===== src/hw/ps_cfg_defs.svh =====
// Constants for the passive serial configuration target: timing, offsets, fields
`ifndef PS_CFG_DEFS_SVH
`define PS_CFG_DEFS_SVH

`define CLK_PERIOD_NS        8
`define POR_LONG_MS          100
`define POR_SHORT_MS         12
`define POR_LONG_CYC         ((`POR_LONG_MS * 1000000) / `CLK_PERIOD_NS)
`define POR_SHORT_CYC        ((`POR_SHORT_MS * 1000000) / `CLK_PERIOD_NS)
`define OSC_MHZ              10
`define OSC_DIV              ((1000 / `OSC_MHZ) / `CLK_PERIOD_NS)
`define SCLK_MAX_PERIOD_NS   10
`define DONE_TO_UCLK_MULT    4
`define DONE_TO_UCLK_CYC     ((`DONE_TO_UCLK_MULT * `SCLK_MAX_PERIOD_NS + `CLK_PERIOD_NS - 1) / `CLK_PERIOD_NS)
`define RESTART_TIMEOUT_US   100
`define RESTART_CYC          ((`RESTART_TIMEOUT_US * 1000) / `CLK_PERIOD_NS)
`define USER_INIT_CYCLES     299
`define OSC_INIT_CYCLES      299

`define REG_CTRL             8'h00
`define REG_LENGTH           8'h04
`define REG_CHECK            8'h08
`define REG_STATUS           8'h0C
`define REG_RXWORD           8'h10
`define REG_BITCNT           8'h14

`define CTRL_USE_UCLK        0
`define CTRL_AUTO_RESTART    1
`define CTRL_RST             2'h0
`define LENGTH_RST           32'h00000020
`define CHECK_RST            32'h00000000
`define STATUS_ERR_BIT       4

`endif


===== src/hw/ps_cfg_pkg.sv =====
// Types for the passive serial configuration target
package ps_cfg_pkg;

  typedef enum logic [3:0] {
    ST_POR,
    ST_RESET,
    ST_RELEASE,
    ST_CONFIG,
    ST_DONE_WAIT,
    ST_INIT_DELAY,
    ST_INIT,
    ST_USER,
    ST_ERROR
  } stage_t;

endpackage


===== src/hw/edge_sync.sv =====
// Two-stage synchroniser with rising edge detect for a group of pins
`timescale 1ns/1ps
`default_nettype none

module edge_sync #(
  parameter int unsigned    W   = 1,
  parameter logic [W-1:0]   RST = '0
) (
  input  wire logic         clk,
  input  wire logic         arst_n,
  input  wire logic [W-1:0] d_i,
  output logic      [W-1:0] lvl_o,
  output logic      [W-1:0] rise_o
);

  logic [W-1:0] meta_q;
  logic [W-1:0] sync_q;
  logic [W-1:0] prev_q;

  // First stage feeds only the second
  always_ff @(posedge clk or negedge arst_n) begin
    if (!arst_n) begin
      meta_q <= RST;
      sync_q <= RST;
      prev_q <= RST;
    end else begin
      meta_q <= d_i;
      sync_q <= meta_q;
      prev_q <= sync_q;
    end
  end

  assign lvl_o  = sync_q;
  assign rise_o = sync_q & ~prev_q;

endmodule // edge_sync

`default_nettype wire


===== src/hw/passive_serial_config_target.sv =====
// Passive serial configuration target: staging, serial intake, open-drain handshakes
//
// The address map and register access over Wishbone are this design's own decisions.
`timescale 1ns/1ps
`default_nettype none
`include "ps_cfg_defs.svh"

module passive_serial_config_target
  import ps_cfg_pkg::*;
#(
  parameter int unsigned POR_LONG_CYC    = `POR_LONG_CYC,
  parameter int unsigned POR_SHORT_CYC   = `POR_SHORT_CYC,
  parameter int unsigned RESTART_CYC     = `RESTART_CYC,
  parameter int unsigned OSC_INIT_CYCLES = `OSC_INIT_CYCLES,
  parameter int unsigned CNT_W           = 24
) (
  input  wire logic        clk,
  input  wire logic        arst_n,
  input  wire logic        wb_cyc_i,
  input  wire logic        wb_stb_i,
  input  wire logic        wb_we_i,
  input  wire logic [7:0]  wb_adr_i,
  input  wire logic [3:0]  wb_sel_i,
  input  wire logic [31:0] wb_dat_i,
  output logic      [31:0] wb_dat_o,
  output logic             wb_ack_o,
  input  wire logic        config_request_n,
  input  wire logic        status_n_i,
  output logic             status_n_o,
  output logic             status_n_oe,
  input  wire logic        config_done_i,
  output logic             config_done_o,
  output logic             config_done_oe,
  input  wire logic        serial_config_clock,
  input  wire logic        serial_config_data,
  input  wire logic        user_startup_clock,
  input  wire logic        por_delay_select,
  input  wire logic        io_pullup_enable_n,
  output logic             user_io_hiz,
  output logic             weak_pullup_en,
  output logic             user_mode
);

  localparam int unsigned OSC_DIV  = `OSC_DIV;
  localparam int unsigned D2U_CYC  = `DONE_TO_UCLK_CYC;
  localparam int unsigned UINIT    = `USER_INIT_CYCLES;

  function automatic logic [CNT_W-1:0] last_of(input int unsigned n);
    last_of = CNT_W'((n > 0) ? n - 1 : 0);
  endfunction

  function automatic logic [31:0] merge(input logic [31:0] old, input logic [31:0] nw,
                                        input logic [3:0] sel);
    merge = old;
    for (int i = 0; i < 4; i++) begin
      if (sel[i]) begin
        merge[8*i +: 8] = nw[8*i +: 8];
      end
    end
  endfunction

  logic [7:0]       lvl;
  logic [7:0]       rise;
  logic             req_n_s;
  logic             stat_s;
  logic             done_s;
  logic             done_rise;
  logic             sclk_rise;
  logic             sdata_s;
  logic             uclk_rise;
  logic             por_sel_s;
  logic             pull_n_s;

  stage_t           state_q;
  stage_t           state_d;
  logic [CNT_W-1:0] cnt_q;
  logic [CNT_W-1:0] cnt_d;
  logic             start_q;
  logic             err_q;
  logic [31:0]      rx_q;
  logic [31:0]      bits_q;
  logic [31:0]      chk_q;
  logic [31:0]      word_in;
  logic             fold;
  logic             last_bit;
  logic [7:0]       osc_cnt_q;
  logic             osc_tick_q;
  logic             init_tick;
  logic [1:0]       ctrl_q;
  logic [31:0]      len_q;
  logic [31:0]      check_q;
  logic             wb_req;
  logic             wb_wr;

  // Pins arrive from outside the clock domain
  // synchronise all eight input pins
  edge_sync #(
    .W   (8),
    .RST (8'h03)
  ) u_sync (
    .clk    (clk),
    .arst_n (arst_n),
    .d_i    ({user_startup_clock, io_pullup_enable_n, por_delay_select, serial_config_data,
              serial_config_clock, config_done_i, status_n_i, config_request_n}),
    .lvl_o  (lvl),
    .rise_o (rise)
  );

  assign req_n_s   = lvl[0];
  assign stat_s    = lvl[1];
  assign done_s    = lvl[2];
  assign done_rise = rise[2];
  assign sclk_rise = rise[3];
  assign sdata_s   = lvl[4];
  assign por_sel_s = lvl[5];
  assign pull_n_s  = lvl[6];
  assign uclk_rise = rise[7];

  // Serial word as it stands after the bit now arriving
  assign word_in  = {rx_q[30:0], sdata_s};
  assign last_bit = (bits_q + 32'h00000001) == len_q;
  assign fold     = (bits_q[4:0] == 5'h1F) || last_bit;

  // user clock only counted in init
  assign init_tick = ctrl_q[`CTRL_USE_UCLK] ? uclk_rise : osc_tick_q;

  always_ff @(posedge clk or negedge arst_n) begin
    if (!arst_n) begin
      osc_cnt_q  <= 8'h00;
      osc_tick_q <= 1'b0;
    end else begin
      osc_tick_q <= (osc_cnt_q == 8'(OSC_DIV - 1));
      osc_cnt_q  <= (osc_cnt_q == 8'(OSC_DIV - 1)) ? 8'h00 : osc_cnt_q + 8'h01;
    end
  end

  always_comb begin
    state_d = state_q;
    cnt_d   = cnt_q + {{(CNT_W-1){1'b0}}, 1'b1};
    case (state_q)
      ST_POR: begin
        if (cnt_q == (por_sel_s ? last_of(POR_SHORT_CYC) : last_of(POR_LONG_CYC))) begin
          state_d = ST_RESET;
        end
      end
      ST_RESET: begin
        if (req_n_s && start_q) begin
          state_d = ST_RELEASE;
        end
      end
      ST_RELEASE: begin
        if (stat_s) begin
          state_d = ST_CONFIG;
        end
      end
      ST_CONFIG: begin
        if (!stat_s) begin
          state_d = ST_ERROR;
        end else if (sclk_rise && last_bit) begin
          state_d = ((chk_q ^ word_in) == check_q) ? ST_DONE_WAIT : ST_ERROR;
        end
      end
      ST_DONE_WAIT: begin
        if (!stat_s) begin
          state_d = ST_ERROR;
        end else if (done_rise) begin
          state_d = ctrl_q[`CTRL_USE_UCLK] ? ST_INIT_DELAY : ST_INIT;
        end
      end
      ST_INIT_DELAY: begin
        if (cnt_q == last_of(D2U_CYC)) begin
          state_d = ST_INIT;
        end
      end
      ST_INIT: begin
        cnt_d = init_tick ? cnt_q + {{(CNT_W-1){1'b0}}, 1'b1} : cnt_q;
        if (init_tick && cnt_q == (ctrl_q[`CTRL_USE_UCLK] ? last_of(UINIT) : last_of(OSC_INIT_CYCLES))) begin
          state_d = ST_USER;
        end
      end
      ST_USER: begin
        cnt_d = cnt_q;
      end
      ST_ERROR: begin
        if (cnt_q == last_of(RESTART_CYC)) begin
          state_d = ctrl_q[`CTRL_AUTO_RESTART] ? ST_RELEASE : ST_RESET;
        end
      end
      default: begin
        state_d = ST_POR;
      end
    endcase
    if (state_q != ST_POR && !req_n_s) begin
      state_d = ST_RESET;
    end
    if (state_d != state_q) begin
      cnt_d = '0;
    end
  end

  always_ff @(posedge clk or negedge arst_n) begin
    if (!arst_n) begin
      state_q <= ST_POR;
      cnt_q   <= '0;
    end else begin
      state_q <= state_d;
      cnt_q   <= cnt_d;
    end
  end

  // Armed by power-on end or a low request level
  always_ff @(posedge clk or negedge arst_n) begin
    if (!arst_n) begin
      start_q <= 1'b0;
    end else if (state_q == ST_POR && state_d == ST_RESET) begin
      start_q <= 1'b1;
    end else if (!req_n_s) begin
      start_q <= 1'b1;
    end else if (state_q == ST_RESET && state_d == ST_RELEASE) begin
      start_q <= 1'b0;
    end
  end

  always_ff @(posedge clk or negedge arst_n) begin
    if (!arst_n) begin
      rx_q   <= 32'h00000000;
      bits_q <= 32'h00000000;
      chk_q  <= 32'h00000000;
    end else if (state_q == ST_RELEASE) begin
      bits_q <= 32'h00000000;
      chk_q  <= 32'h00000000;
    end else if (state_q == ST_CONFIG && sclk_rise) begin
      rx_q   <= word_in;
      bits_q <= bits_q + 32'h00000001;
      if (fold) begin
        chk_q <= chk_q ^ word_in;
      end
    end
  end

  // Sticky error, set wins over software clear
  always_ff @(posedge clk or negedge arst_n) begin
    if (!arst_n) begin
      err_q <= 1'b0;
    end else if (state_d == ST_ERROR && state_q != ST_ERROR) begin
      err_q <= 1'b1;
    end else if (wb_wr && wb_adr_i == `REG_STATUS && wb_sel_i[0] && wb_dat_i[`STATUS_ERR_BIT]) begin
      err_q <= 1'b0;
    end
  end

  // Pins follow the next stage so they switch with it
  always_ff @(posedge clk or negedge arst_n) begin
    if (!arst_n) begin
      status_n_o     <= 1'b0;
      status_n_oe    <= 1'b1;
      config_done_o  <= 1'b0;
      config_done_oe <= 1'b1;
      user_io_hiz    <= 1'b1;
      weak_pullup_en <= 1'b0;
      user_mode      <= 1'b0;
    end else begin
      status_n_o     <= 1'b0;
      status_n_oe    <= (state_d == ST_POR) || (state_d == ST_RESET) || (state_d == ST_ERROR);
      config_done_o  <= 1'b0;
      config_done_oe <= (state_d == ST_POR) || (state_d == ST_RESET) || (state_d == ST_RELEASE) ||
                        (state_d == ST_CONFIG) || (state_d == ST_ERROR);
      user_io_hiz    <= (state_d != ST_USER);
      weak_pullup_en <= !pull_n_s && (state_d != ST_POR) && (state_d != ST_USER);
      user_mode      <= (state_d == ST_USER);
    end
  end

  // Classic bus: one wait state, write lands on the ack edge
  assign wb_req = wb_cyc_i && wb_stb_i;
  assign wb_wr  = wb_req && wb_we_i && wb_ack_o;

  always_ff @(posedge clk or negedge arst_n) begin
    if (!arst_n) begin
      wb_ack_o <= 1'b0;
      wb_dat_o <= 32'h00000000;
    end else begin
      wb_ack_o <= wb_req && !wb_ack_o;
      if (wb_req && !wb_ack_o && !wb_we_i) begin
        case (wb_adr_i)
          `REG_CTRL:   wb_dat_o <= {30'h00000000, ctrl_q};
          `REG_LENGTH: wb_dat_o <= len_q;
          `REG_CHECK:  wb_dat_o <= check_q;
          `REG_STATUS: wb_dat_o <= {24'h000000, 3'h0, err_q, state_q};
          `REG_RXWORD: wb_dat_o <= rx_q;
          `REG_BITCNT: wb_dat_o <= bits_q;
          default:     wb_dat_o <= 32'h00000000;
        endcase
      end
    end
  end

  // Settings are written in any stage; length and check act in the configuration stage
  always_ff @(posedge clk or negedge arst_n) begin
    if (!arst_n) begin
      ctrl_q  <= `CTRL_RST;
      len_q   <= `LENGTH_RST;
      check_q <= `CHECK_RST;
    end else if (wb_wr) begin
      case (wb_adr_i)
        `REG_CTRL:   ctrl_q  <= wb_sel_i[0] ? wb_dat_i[1:0] : ctrl_q;
        `REG_LENGTH: len_q   <= merge(len_q, wb_dat_i, wb_sel_i);
        `REG_CHECK:  check_q <= merge(check_q, wb_dat_i, wb_sel_i);
        default:     ctrl_q  <= ctrl_q;
      endcase
    end
  end

endmodule // passive_serial_config_target

`default_nettype wire


===== config.mk =====
export PLATFORM = sky130hd
export DESIGN_NAME = passive_serial_config_target
export DESIGN_NICKNAME = d
export VERILOG_FILES = /design/src/hw/ps_cfg_pkg.sv /design/src/hw/edge_sync.sv /design/src/hw/passive_serial_config_target.sv
export VERILOG_INCLUDE_DIRS = /design/src /design/src/hw
export SDC_FILE = /design/constraint.sdc
export NUM_CORES = 1
export LEC_CHECK = 0
export ABC_AREA = 0
export BUFFER_PORTS_ARGS = -buffer_cell sky130_fd_sc_hd__buf_4
export CORE_ASPECT_RATIO = 0.8
export CORE_MARGIN = 1.5
export CORE_UTILIZATION = 55
export DETAILED_ROUTE_END_ITERATION = 8
export GPL_TIMING_DRIVEN = 0
export PLACE_DENSITY = 0.77
export SYNTH_ARGS = -nofsm -noshare
export SYNTH_HDL_FRONTEND = slang
export SYNTH_SLANG_ARGS = --single-unit

===== constraint.sdc =====
create_clock -name clk -period 3.5 [get_ports clk]
set_clock_uncertainty 0.1 [all_clocks]
set_input_delay 0.35 -clock clk [delete_from_list [all_inputs] [get_ports clk]]
set_output_delay 0.35 -clock clk [all_outputs]
set_load 0.03 [all_outputs]

Yosys cells after proc, flatten, opt, wreduce, memory -nomap -nowiden
Index checks and enable logic that the tools add are counted.
Operators by class
  add/sub/neg operators: 3
  equality and inequality tests: 32
  mux-type cells: 32
  bitwise gates (word level): 4
  reduce and logical (&&, ||, !) cells: 48
Operator list (count)
  32-bit one-hot mux with 6 select lines: 1
  32-bit two-way mux: 5
  24-bit two-way mux: 3
  32-bit equality test: 2
  4-bit two-way mux: 12
  24-bit one-hot mux with 2 select lines: 1
  4-bit one-hot mux with 9 select lines: 1
  32-bit by 1-bit adder with 32-bit output, second input constant: 1
  32-bit XOR: 1
  3-bit AND reduction: 9
  24-bit by 1-bit adder with 24-bit output, second input constant: 1
  24-bit by 14-bit equality test with 1-bit output, second input constant: 1
  24-bit equality test: 1
  24-bit by 3-bit equality test with 1-bit output, second input constant: 1
  24-bit by 9-bit equality test with 1-bit output, second input constant: 1
  8-bit by 4-bit equality test with 1-bit output, second input constant: 3
  4-bit by 3-bit equality test with 1-bit output, second input constant: 5
  1-bit logical AND: 18
  4-bit by 2-bit equality test with 1-bit output, second input constant: 4
  8-bit by 5-bit equality test with 1-bit output, second input constant: 2
  8-bit by 1-bit adder with 8-bit output, second input constant: 1
  8-bit bitwise AND: 1
  4-bit by 1-bit equality test with 1-bit output, second input constant: 2
  4-bit equality test, second input constant: 2
  other kinds (19): 40
Word-level totals
  register bits after elaboration: 263
  input bits: 57
  output and inout bits: 40
  word-level logic and storage cells: 147

Depth between registers and ports, before layout
Gate-level depths: netlist of run 1.
  depth in word-level cells: 12
  mapped depth: 14
  depth with buffers taken out: 13

Modules after synthesis
Synthesis of run 1 repeated with hierarchy kept, for this count alone.
Unflattened totals
  cells, all modules: 1472
  area total of the unflattened synthesis: 14102.3 um2
Modules (own cells, without submodules)
  passive_serial_config_target: times used 1, cells an instance 1440, area each 13384.1 um2, sequential area each 5985.7 um2
  edge_sync: times used 1, cells an instance 32, area each 718.2 um2, sequential area each 608.1 um2

Worst setup path before layout of run 1
No wires, ideal clock.
  path type: flip-flop to flip-flop
  from: reg bits_q[0]
  to: reg chk_q[0]
  library setup time: 0.126 ns
  data arrival time: 3.182 ns
  data required time: 3.274 ns
  slack: 0.092 ns
  stages on the path, launching flop included: 12
  buffers on the path: 1
  period minus slack after synthesis: 3.408 ns
  path through: dfrtp_1 > ha_1 > nand4_2 > or3_1 > nor4_1 > xnor2_1 > o2111ai_1 > nor4b_2 > a21oi_4 > a21o_1 > buf_2 > a221o_1
On the way
  word-level cells in the longest chain between the ends: 5
  elaborated cells on any way between the ends: 6
  classes of those cells: add/sub (1); eq/ne (2); reduce/logical (3)
RTL lines
  from (decl): line passive_serial_config_target.sv:81  | logic [31:0] bits_q;
  from (signal assigned): line passive_serial_config_target.sv:234  | bits_q <= bits_q + 32'h00000001;
  32-bit by 1-bit adder with 32-bit output: line passive_serial_config_target.sv:121  | assign last_bit = (bits_q + 32'h00000001) == len_q;
  32-bit equality test: line passive_serial_config_target.sv:121
  1-bit logical OR *: line passive_serial_config_target.sv:122  | assign fold = (bits_q[4:0] == 5'h1F) || last_bit;
  2-bit nonzero test (no source line) *
  2-bit AND reduction (no source line) *
  to (signal assigned): line passive_serial_config_target.sv:236  | chk_q <= chk_q ^ word_in;
  to (decl): line passive_serial_config_target.sv:82  | logic [31:0] chk_q;
Every way passes the cells marked *; elsewhere a longest branch is shown, timed or not.
A chain may end at the register's enable or synchronous reset.

Worst setup path in the final report of run 1
  from: reg bits_q[0]
  to: reg chk_q[3]
Same word-level chain as after synthesis.

==> reports/metrics.csv, run 1 <==
stage,metric,value,unit
timing,setup ws final,-0.123,ns
power_and_ir_drop,leakage power,0.00790,uW
yosys,top-area cell type share of the netlist area,45.1,%
timing,total negative slack,-2.92,ns
yosys,cell with the most instances after synthesis,dfrtp_1,
placed_design,Post-DP HPWL,30200,um
timing,final period utilization,104,%
yosys,Synth Register Bits,258,
yosys,Netlist Area Pre-Place,0.0139,sq mm
yosys,syn avg cell area,9.91,sq um
floorplan,Starting Density,56.5,%
clock_tree,clock slew at reported path FFs,0.06,ns
placed_design,pre-CTS WS,-0.967,ns
global_routing,total grt overflow,0,
drt,vias per inst,6.39,
timing,final setup vio count,42,
hold_path,end of the worst hold path,err_q$_DFFE_PN0P_,
outcome,status,"finished, violations left",
timing,hold slack,0.0354,ns
hold_path,WHS Path Cells,4,
yosys,largest area contributor in the netlist,dfrtp_1,
floorplan,cell row count,51,
critical_path,reg2reg start,bits_q[0]$_DFFE_PN0P_,
yosys,Gate Count Post-Synth,1400,
timing,crit path time final,3.62,ns
critical_path,required time worst endpoint,3.84,ns
placed_design,number of I/O port buffers,92,
clock_tree,clk buf depth,3,
timing,unrepaired setup endpoints after global routing,yes,
final_layout,synthesis-to-finish area growth,23.1,%
drt,iteration count of the initial detailed-routing pass,6,
power_and_ir_drop,pwr/cell area,369,mW/mm^2
global_routing,GRT met3 Usage,7.73,%
global_routing,met1 Use GR,46.0,%
drt,wire length per cell,22.6,um
floorplan,Core ar.,0.0246,sq mm
final_layout,final instance area,0.0171,sq mm
global_routing,global-route wire length before repair,67000,um
floorplan,die area,0.0262,sq mm
clock_tree,H-tree Lvls,1,
hold_path,hold path startpoint,wb_sel_i[0],
timing,Slew Limit Fails,0,
critical_path,CP Launch Type,flip-flop,
hold_path,Hold WC Path Type,in2reg,
placed_design,routability cong.,0.967,
critical_path,R2R cell count,13,
clock_tree,CTS sink cnt,258,
critical_path,"critical path fanouts, max",10,
global_routing,initial antenna violation count,2,
outcome,failing checks,negative setup slack,
yosys,number of synthesized flops with an enable pin,0,
clock_tree,TritonCTS buffer count,27,
floorplan,IO Count,97,
critical_path,Worst Path Arrival,3.97,ns
yosys,Synth warnings,0,
global_routing,total track usage,32.4,%
yosys,top area cells in the synthesized netlist,"dfrtp_1 45%, mux2_2 8.2%, nand2_1 6.2%",
critical_path,worst reg2reg endpoint,chk_q[3]$_DFFE_PN0P_,
critical_path,Worst Setup SP,bits_q[0]$_DFFE_PN0P_,
critical_path,R2R Setup Slk,-0.12,ns
yosys,Synth cell types,68,
final_layout,Nets,1653,
floorplan,Die H,145,um
drt,DRT iter0 DRCs,1453,
global_routing,largest net degree at the start of global routing,115,
final_layout,layout cells sized above 1,23.0,%
critical_path,Worst Setup Path Type,reg2reg,
drt,via count,12332,
timing,transition time of the tightest slew-check pin,1.09,ns
yosys,ys flop type,dfrtp_1,
run,max-capacitance violation count,0,
clock_tree,clk_lat worst skew,0.57,ns
drt,total wire length,43500,um
global_routing,vias in the first global route,11787,
global_routing,busiest grt layer,met2,
timing,Max Fclk,276,MHz
clock_tree,root buffer cell,clkbuf_16,
drt,DR DRC count,0,
timing,Max-slew headroom,27.1,%
yosys,sequential share of the synthesized area,46.6,%
yosys,Commonest cells post-synth,"250 x dfrtp_1, 229 x nand2_1, 101 x mux2_2",
clock_tree,CTS tree,done,
global_routing,met2 usage,48.2,%
placed_design,placed cell area,0.0150,sq mm
floorplan,chip width,181,um
critical_path,Crit. End Element,flip-flop,
drt,Antenna Nets Post-Route,0,
power_and_ir_drop,peak supply drop,0.360,mV
timing,Fin. Hold Viols,0,
yosys,ys async rst share,100,%
metrics by stage:
| step | instances | power, uW | util, % |
|---|---|---|---|
| finish | 1930 | 6300 | 69.5 |
| global route | 1929 | 6440 | 69.5 |
| CTS | 1916 | 6300 | 68.2 |
| detailed placement | 1813 | 3260 | 61.2 |
| global placement | 1811 | 3250 | 60.9 |
| floorplan | 1401 | 3100 | - |
layout make-up:
type                    instances  area [sq um]
diodes                          2          5.00
plain buffers                  87           458
clock buffers                  37           773
clock inverters                12           165
fillers                      1805          7480
inverters                      12          45.0
multi-input cells            1039          7300
flip-flops and latches        258          6480
well taps                     318           398
repair buffers                165          1460
state kept, by name (all words and copies together), names as in the netlist, 2 cells and up:
register,count
u_sync.meta_q,8
bits_q,32
ctrl_q,2
u_sync.prev_q,3
wb_dat_o,32
state_q,4
osc_cnt_q,8
chk_q,32
check_q,32
len_q,32
rx_q,32
u_sync.lvl_o,8
cnt_q,24
timing repair:
| item | in CTS | in global routing |
|---|---|---|
| gates cloned | 1 | 3 |
| hold endpoints to repair | 131 | 0 |
| hold buffers | 43 | 0 |
| endpoints found under the setup margin | 71 | 63 |
| pin swaps | 9 | 17 |
| resized for setup | 63 | 50 |
| setup buffers | 14 | 11 |
how the worst max path moves through the flow:
stage                       endpoint  slack [ns]  cells after the start
2_1_floorplan   chk_q[0]$_DFFE_PN0P_        0.09                     11
3_3_place_gp   chk_q[21]$_DFFE_PN0P_       -0.94                     11
3_5_place_dp   chk_q[22]$_DFFE_PN0P_       -0.97                     11
4_1_cts         chk_q[1]$_DFFE_PN0P_       -0.05                     13
5_1_grt         chk_q[3]$_DFFE_PN0P_       -0.16                     13
6_report        chk_q[3]$_DFFE_PN0P_       -0.12                     13
cell usage in the layout (no fill, tap or decap), types with 5 or more instances in the layout:
master         count
a21oi_1           20
a221o_1           29
a222oi_1          30
a31oi_1            5
and3_1            22
and4_1             5
buf_2              5
buf_4            121
buf_6              5
buf_8              7
clkbuf_1          60
clkbuf_16         30
clkbuf_2           5
clkbuf_8           6
dfrtp_1          241
dfrtp_2            9
dfstp_2            8
dlygate4sd3_1     43
inv_1             12
mux2_2           101
mux2i_1            6
nand2_1          229
nand2b_1           6
nand3_1           35
nand4_1           32
nor2_1            61
nor2b_1           37
nor3_1            22
nor3_2            16
nor4_1            11
nor4b_1           32
o21ai_0           80
o22ai_1            6
o31ai_1           10
or2_2              5
or3_1              6
or4_1              5
xnor2_1           88
xor2_1            47
power breakdown:
group          total (uW)  internal (uW)  leakage, uW  switching [uW]
registers            3010           3000      0.00350            8.03
logic                 240           99.4      0.00395             141
clock network        3050           1780     0.000453            1280
routing by layer:
metal,routed length [um],part of all wire (%),vias up
met4,1710,3.9,4
li1,-,-,5446
met1,17700,41,6067
met2,19300,44,684
met5,25,0.057,-
met3,4810,11,131
critical path, cell delays in order, from the launching register on:
cell and delay, ns:
dfrtp_2 0.43, ha_4 0.19, nand4_4 0.17, or3_4 0.41
or4_4 0.53, o32a_1 0.30, nand4_1 0.15, nor4b_4 0.06
buf_4 0.17, a21oi_4 0.29, buf_6 0.20, buf_8 0.15
nor4b_1 0.06, a221o_1 0.28
kinds of logic after synthesis:
logic type,count (synthesis),synth area share [%]
muxes,107,8.63
xor gates and xnor gates,137,8.75
DFF,258,46.6
and+or+nand+nor,565,20.7
adders and majority gates,7,0.613
other,1,0.0270
buffers and inverters,104,3.13
AOI/OAI and AO/OA,221,11.5
(Power assumes the default switching activity.)
==> run 2: changes to the inputs <==
--- a/config.mk
+++ b/config.mk
@@ -7,13 +7,13 @@
 export NUM_CORES = 1
 export LEC_CHECK = 0
 export ABC_AREA = 0
-export BUFFER_PORTS_ARGS = -buffer_cell sky130_fd_sc_hd__buf_4
 export CORE_ASPECT_RATIO = 0.8
 export CORE_MARGIN = 1.5
-export CORE_UTILIZATION = 55
+export CORE_UTILIZATION = 58
 export DETAILED_ROUTE_END_ITERATION = 8
+export DONT_BUFFER_PORTS = 1
 export GPL_TIMING_DRIVEN = 0
-export PLACE_DENSITY = 0.77
+export PLACE_DENSITY = 0.76
 export SYNTH_ARGS = -nofsm -noshare
 export SYNTH_HDL_FRONTEND = slang
 export SYNTH_SLANG_ARGS = --single-unit
==> run 2 against run 1 <==
The flow finishes with violations (design-rule violations, negative hold slack, negative setup slack). Global-route usage grew 1.5 points. Sequential cell count is the same. First-iteration DRC count grew 19%. Routed wire length shrank 0.31%. Critical endpoint is now chk_q[1]$_DFFE_PN0P_.
==> reports/metrics.csv, run 2 (synthesis results as in run 1) <==
stage,metric,value,unit,change
floorplan,die area,0.0249,sq mm,-5.1%
drt,total wire length,43400,um,-0.31%
final_layout,most frequent cells in the layout,"241 x dfrtp_1, 229 x nand2_1, 101 x mux2_2, 88 x xnor2_1, 79 x o21ai_0",,
clock_tree,hold_buf cts,43,,unchanged
power_and_ir_drop,switching share of power,21.7,%,-0.87 points
global_routing,vias in the first global route,11458,,-2.8%
power_and_ir_drop,combinational power share,1.9,%,-1.9 points
power_and_ir_drop,pwr/cell area,383,mW/mm^2,+3.9%
drt,vias per inst,6.58,,+3.1%
critical_path,slowest CP cell,dfrtp_1,,
final_layout,Inserted Diodes,0,,-2
critical_path,CP cell instances,nand4_1 > or3_4 > buf_4 > or4_1 > o21ai_1 > a22o_1 > and4_4 > a21oi_4 > buf_12 > clkbuf_8 > nor4b_1 > a221o_1,,
outcome,status,"finished, violations left",,
floorplan,chip width,176,um,-2.6%
power_and_ir_drop,peak supply drop,0.381,mV,+6.0%
drt,wire length per cell,23.4,um,+3.9%
timing,Slew Limit Fails,0,,unchanged
global_routing,initial antenna violation count,0,,-2
power_and_ir_drop,Pwr Total,6380,uW,+1.4%
floorplan,Die H,141,um,-2.6%
critical_path,"critical path fanouts, max",10,,unchanged
critical_path,Crit path largest cell delay,0.53,ns,about the same
global_routing,total grt overflow,0,,unchanged
timing,Fin. Hold Viols,258,,+258
timing,crit path time final,3.63,ns,+0.00303 ns
clock_tree,CTS sink cnt,258,,unchanged
clock_tree,CTS tree,done,,
final_layout,Final Util,71.0,%,+1.5 points
critical_path,required time worst endpoint,3.90,ns,+0.06 ns
clock_tree,TritonCTS buffer count,27,,unchanged
clock_tree,clk_lat worst skew,0.56,ns,about the same
power_and_ir_drop,clock share of power,51.0,%,+2.5 points
floorplan,cell row count,50,,-2.0%
global_routing,total track usage,33.9,%,+1.5 points
placed_design,routability cong.,0.959,,-0.80%
final_layout,layout cells sized above 1,19.9,%,-3.1 points
timing,Max Fclk,276,MHz,about the same
critical_path,Worst Path Arrival,4.03,ns,+0.06 ns
hold_path,Hold WC Path Type,in2async,,
timing,transition time of the tightest slew-check pin,1.15,ns,+0.0697 ns
power_and_ir_drop,Sequential Power Share,47.1,%,-0.6 points
critical_path,Crit. End Element,flip-flop,,
placed_design,number of I/O port buffers,0,,-100%
clock_tree,root buffer cell,clkbuf_16,,
floorplan,Starting Density,59.2,%,+2.7 points
placed_design,pre-CTS WS,-1.03,ns,-0.0674 ns
floorplan,IO Count,97,,unchanged
power_and_ir_drop,leakage power,0.00758,uW,-4.1%
floorplan,Core ar.,0.0235,sq mm,-4.5%
timing,Max-slew headroom,22.4,%,-4.7 points
final_layout,synthesis-to-finish area growth,20.1,%,
timing,final setup vio count,47,,+12%
drt,Antenna Nets Post-Route,0,,unchanged
global_routing,global-route wire length before repair,65400,um,-2.4%
timing,final period utilization,104,%,about the same
timing,hold slack,-0.614,ns,-0.650 ns
final_layout,"most common cell after layout, fill and taps aside",dfrtp_1,,
outcome,failing checks,"design-rule violations, negative hold slack, negative setup slack",,
critical_path,Worst Setup Path Type,reg2reg,,
final_layout,Nets,1582,,-4.3%
critical_path,CP Launch Type,flip-flop,,
run,max-capacitance violation count,0,,unchanged
drt,iteration count of the initial detailed-routing pass,9,,+3
clock_tree,clock slew at reported path FFs,0.07,ns,about the same
drt,via count,12188,,-1.2%
drt,DRT iter0 DRCs,1725,,+19%
final_layout,Multi-input gate area,0.00734,sq mm,+0.51%
timing,unrepaired setup endpoints after global routing,yes,,
clock_tree,H-tree Lvls,1,,unchanged
placed_design,Post-DP HPWL,28300,um,-6.4%
power_and_ir_drop,net switching power,1390,uW,-2.5%
final_layout,area occupied by registers,0.00648,sq mm,unchanged
final_layout,Filler Cell Count,1641,,-9.1%
global_routing,largest net degree at the start of global routing,259,,+130%
drt,DR DRC count,26,,+26
power_and_ir_drop,Int Pwr,5000,uW,+2.5%
clock_tree,clk buf depth,3,,unchanged
timing,setup ws final,-0.126,ns,-0.00303 ns
-- run 2: final timing paths --
path	start	to	slack (ns)	cells past startpoint
worst min register to register	u_sync.meta_q[3]$_DFF_PN0_	u_sync.lvl_o[3]$_DFF_PN0_	0.25	0
min in group clk	wb_sel_i[0]	ctrl_q[0]$_DFFE_PN0P_	0.10	3
worst min-delay path	arst_n	bits_q[22]$_DFFE_PN0P_	-0.61	0
max in group asynchronous	arst_n	user_io_hiz$_DFF_PN1_	3.47	0
worst max-delay path	bits_q[14]$_DFFE_PN0P_	chk_q[1]$_DFFE_PN0P_	-0.13	12
worst max register to register	bits_q[14]$_DFFE_PN0P_	chk_q[1]$_DFFE_PN0P_	-0.13	12
-- run 2: power by group through the flow --
stage               clock network [uW]  logic, uW  registers (uW)
floorplan                            0       43.6            3060
global placement                     0       57.6            3060
detailed placement                   0       58.5            3060
CTS                               3270        113            3010
global route                      3390        124            3010
finish                            3260        120            3010
-- run 2: critical path: cells and delay by family (launching register included) --
| family | cells | cell delay [ns] |
|---|---|---|
| AO/OA/AOI/OAI | 4 | 0.52 |
| buffers and inverters | 3 | 0.48 |
| flip-flops | 1 | 0.53 |
| AND/OR/NAND/NOR | 5 | 1.90 |
-- run 2: repair_timing --
action / in CTS / in global routing
setup endpoints to repair: 75 / 82
pin swaps: 12 / 46
gates cloned: 2 / 5
setup buffers: 26 / 17
endpoints found under the hold margin: 334 / 258
resized for setup: 67 / 60
-- run 2: cell type report --
type	count	share of cell area, %
plain buffers	88	2.96
clock buffers	31	4.33
clock inverters	18	1.69
inverters	12	0.270
multi-input cells	1039	44.1
flip-flops and latches	258	38.9
well taps	312	2.34
repair buffers	93	5.48
-- run 2: routing by layer --
| layer | share of wire (%) | GRT usage (%) | up-vias |
|---|---|---|---|
| met1 | 41 | 49.1 | 5918 |
| met5 | 0 | 0 | - |
| met3 | 11 | 6.46 | 166 |
| met4 | 4.0 | 11.5 | 0 |
| li1 | - | - | 5290 |
| met2 | 44 | 51.3 | 814 |
-- run 2: stage by stage --
| stage | std cells | setup TNS [ns] | area [sq um] |
|---|---|---|---|
| after global routing | 1851 | -6.80 | 16700 |
| after detailed placement | 1713 | -59.99 | 14300 |
| after global placement | 1713 | -56.11 | 14300 |
| after floorplan | 1401 | 0 | 13900 |
| after CTS | 1829 | -0.0150 | 16200 |
| final | 1851 | -3.29 | 16700 |
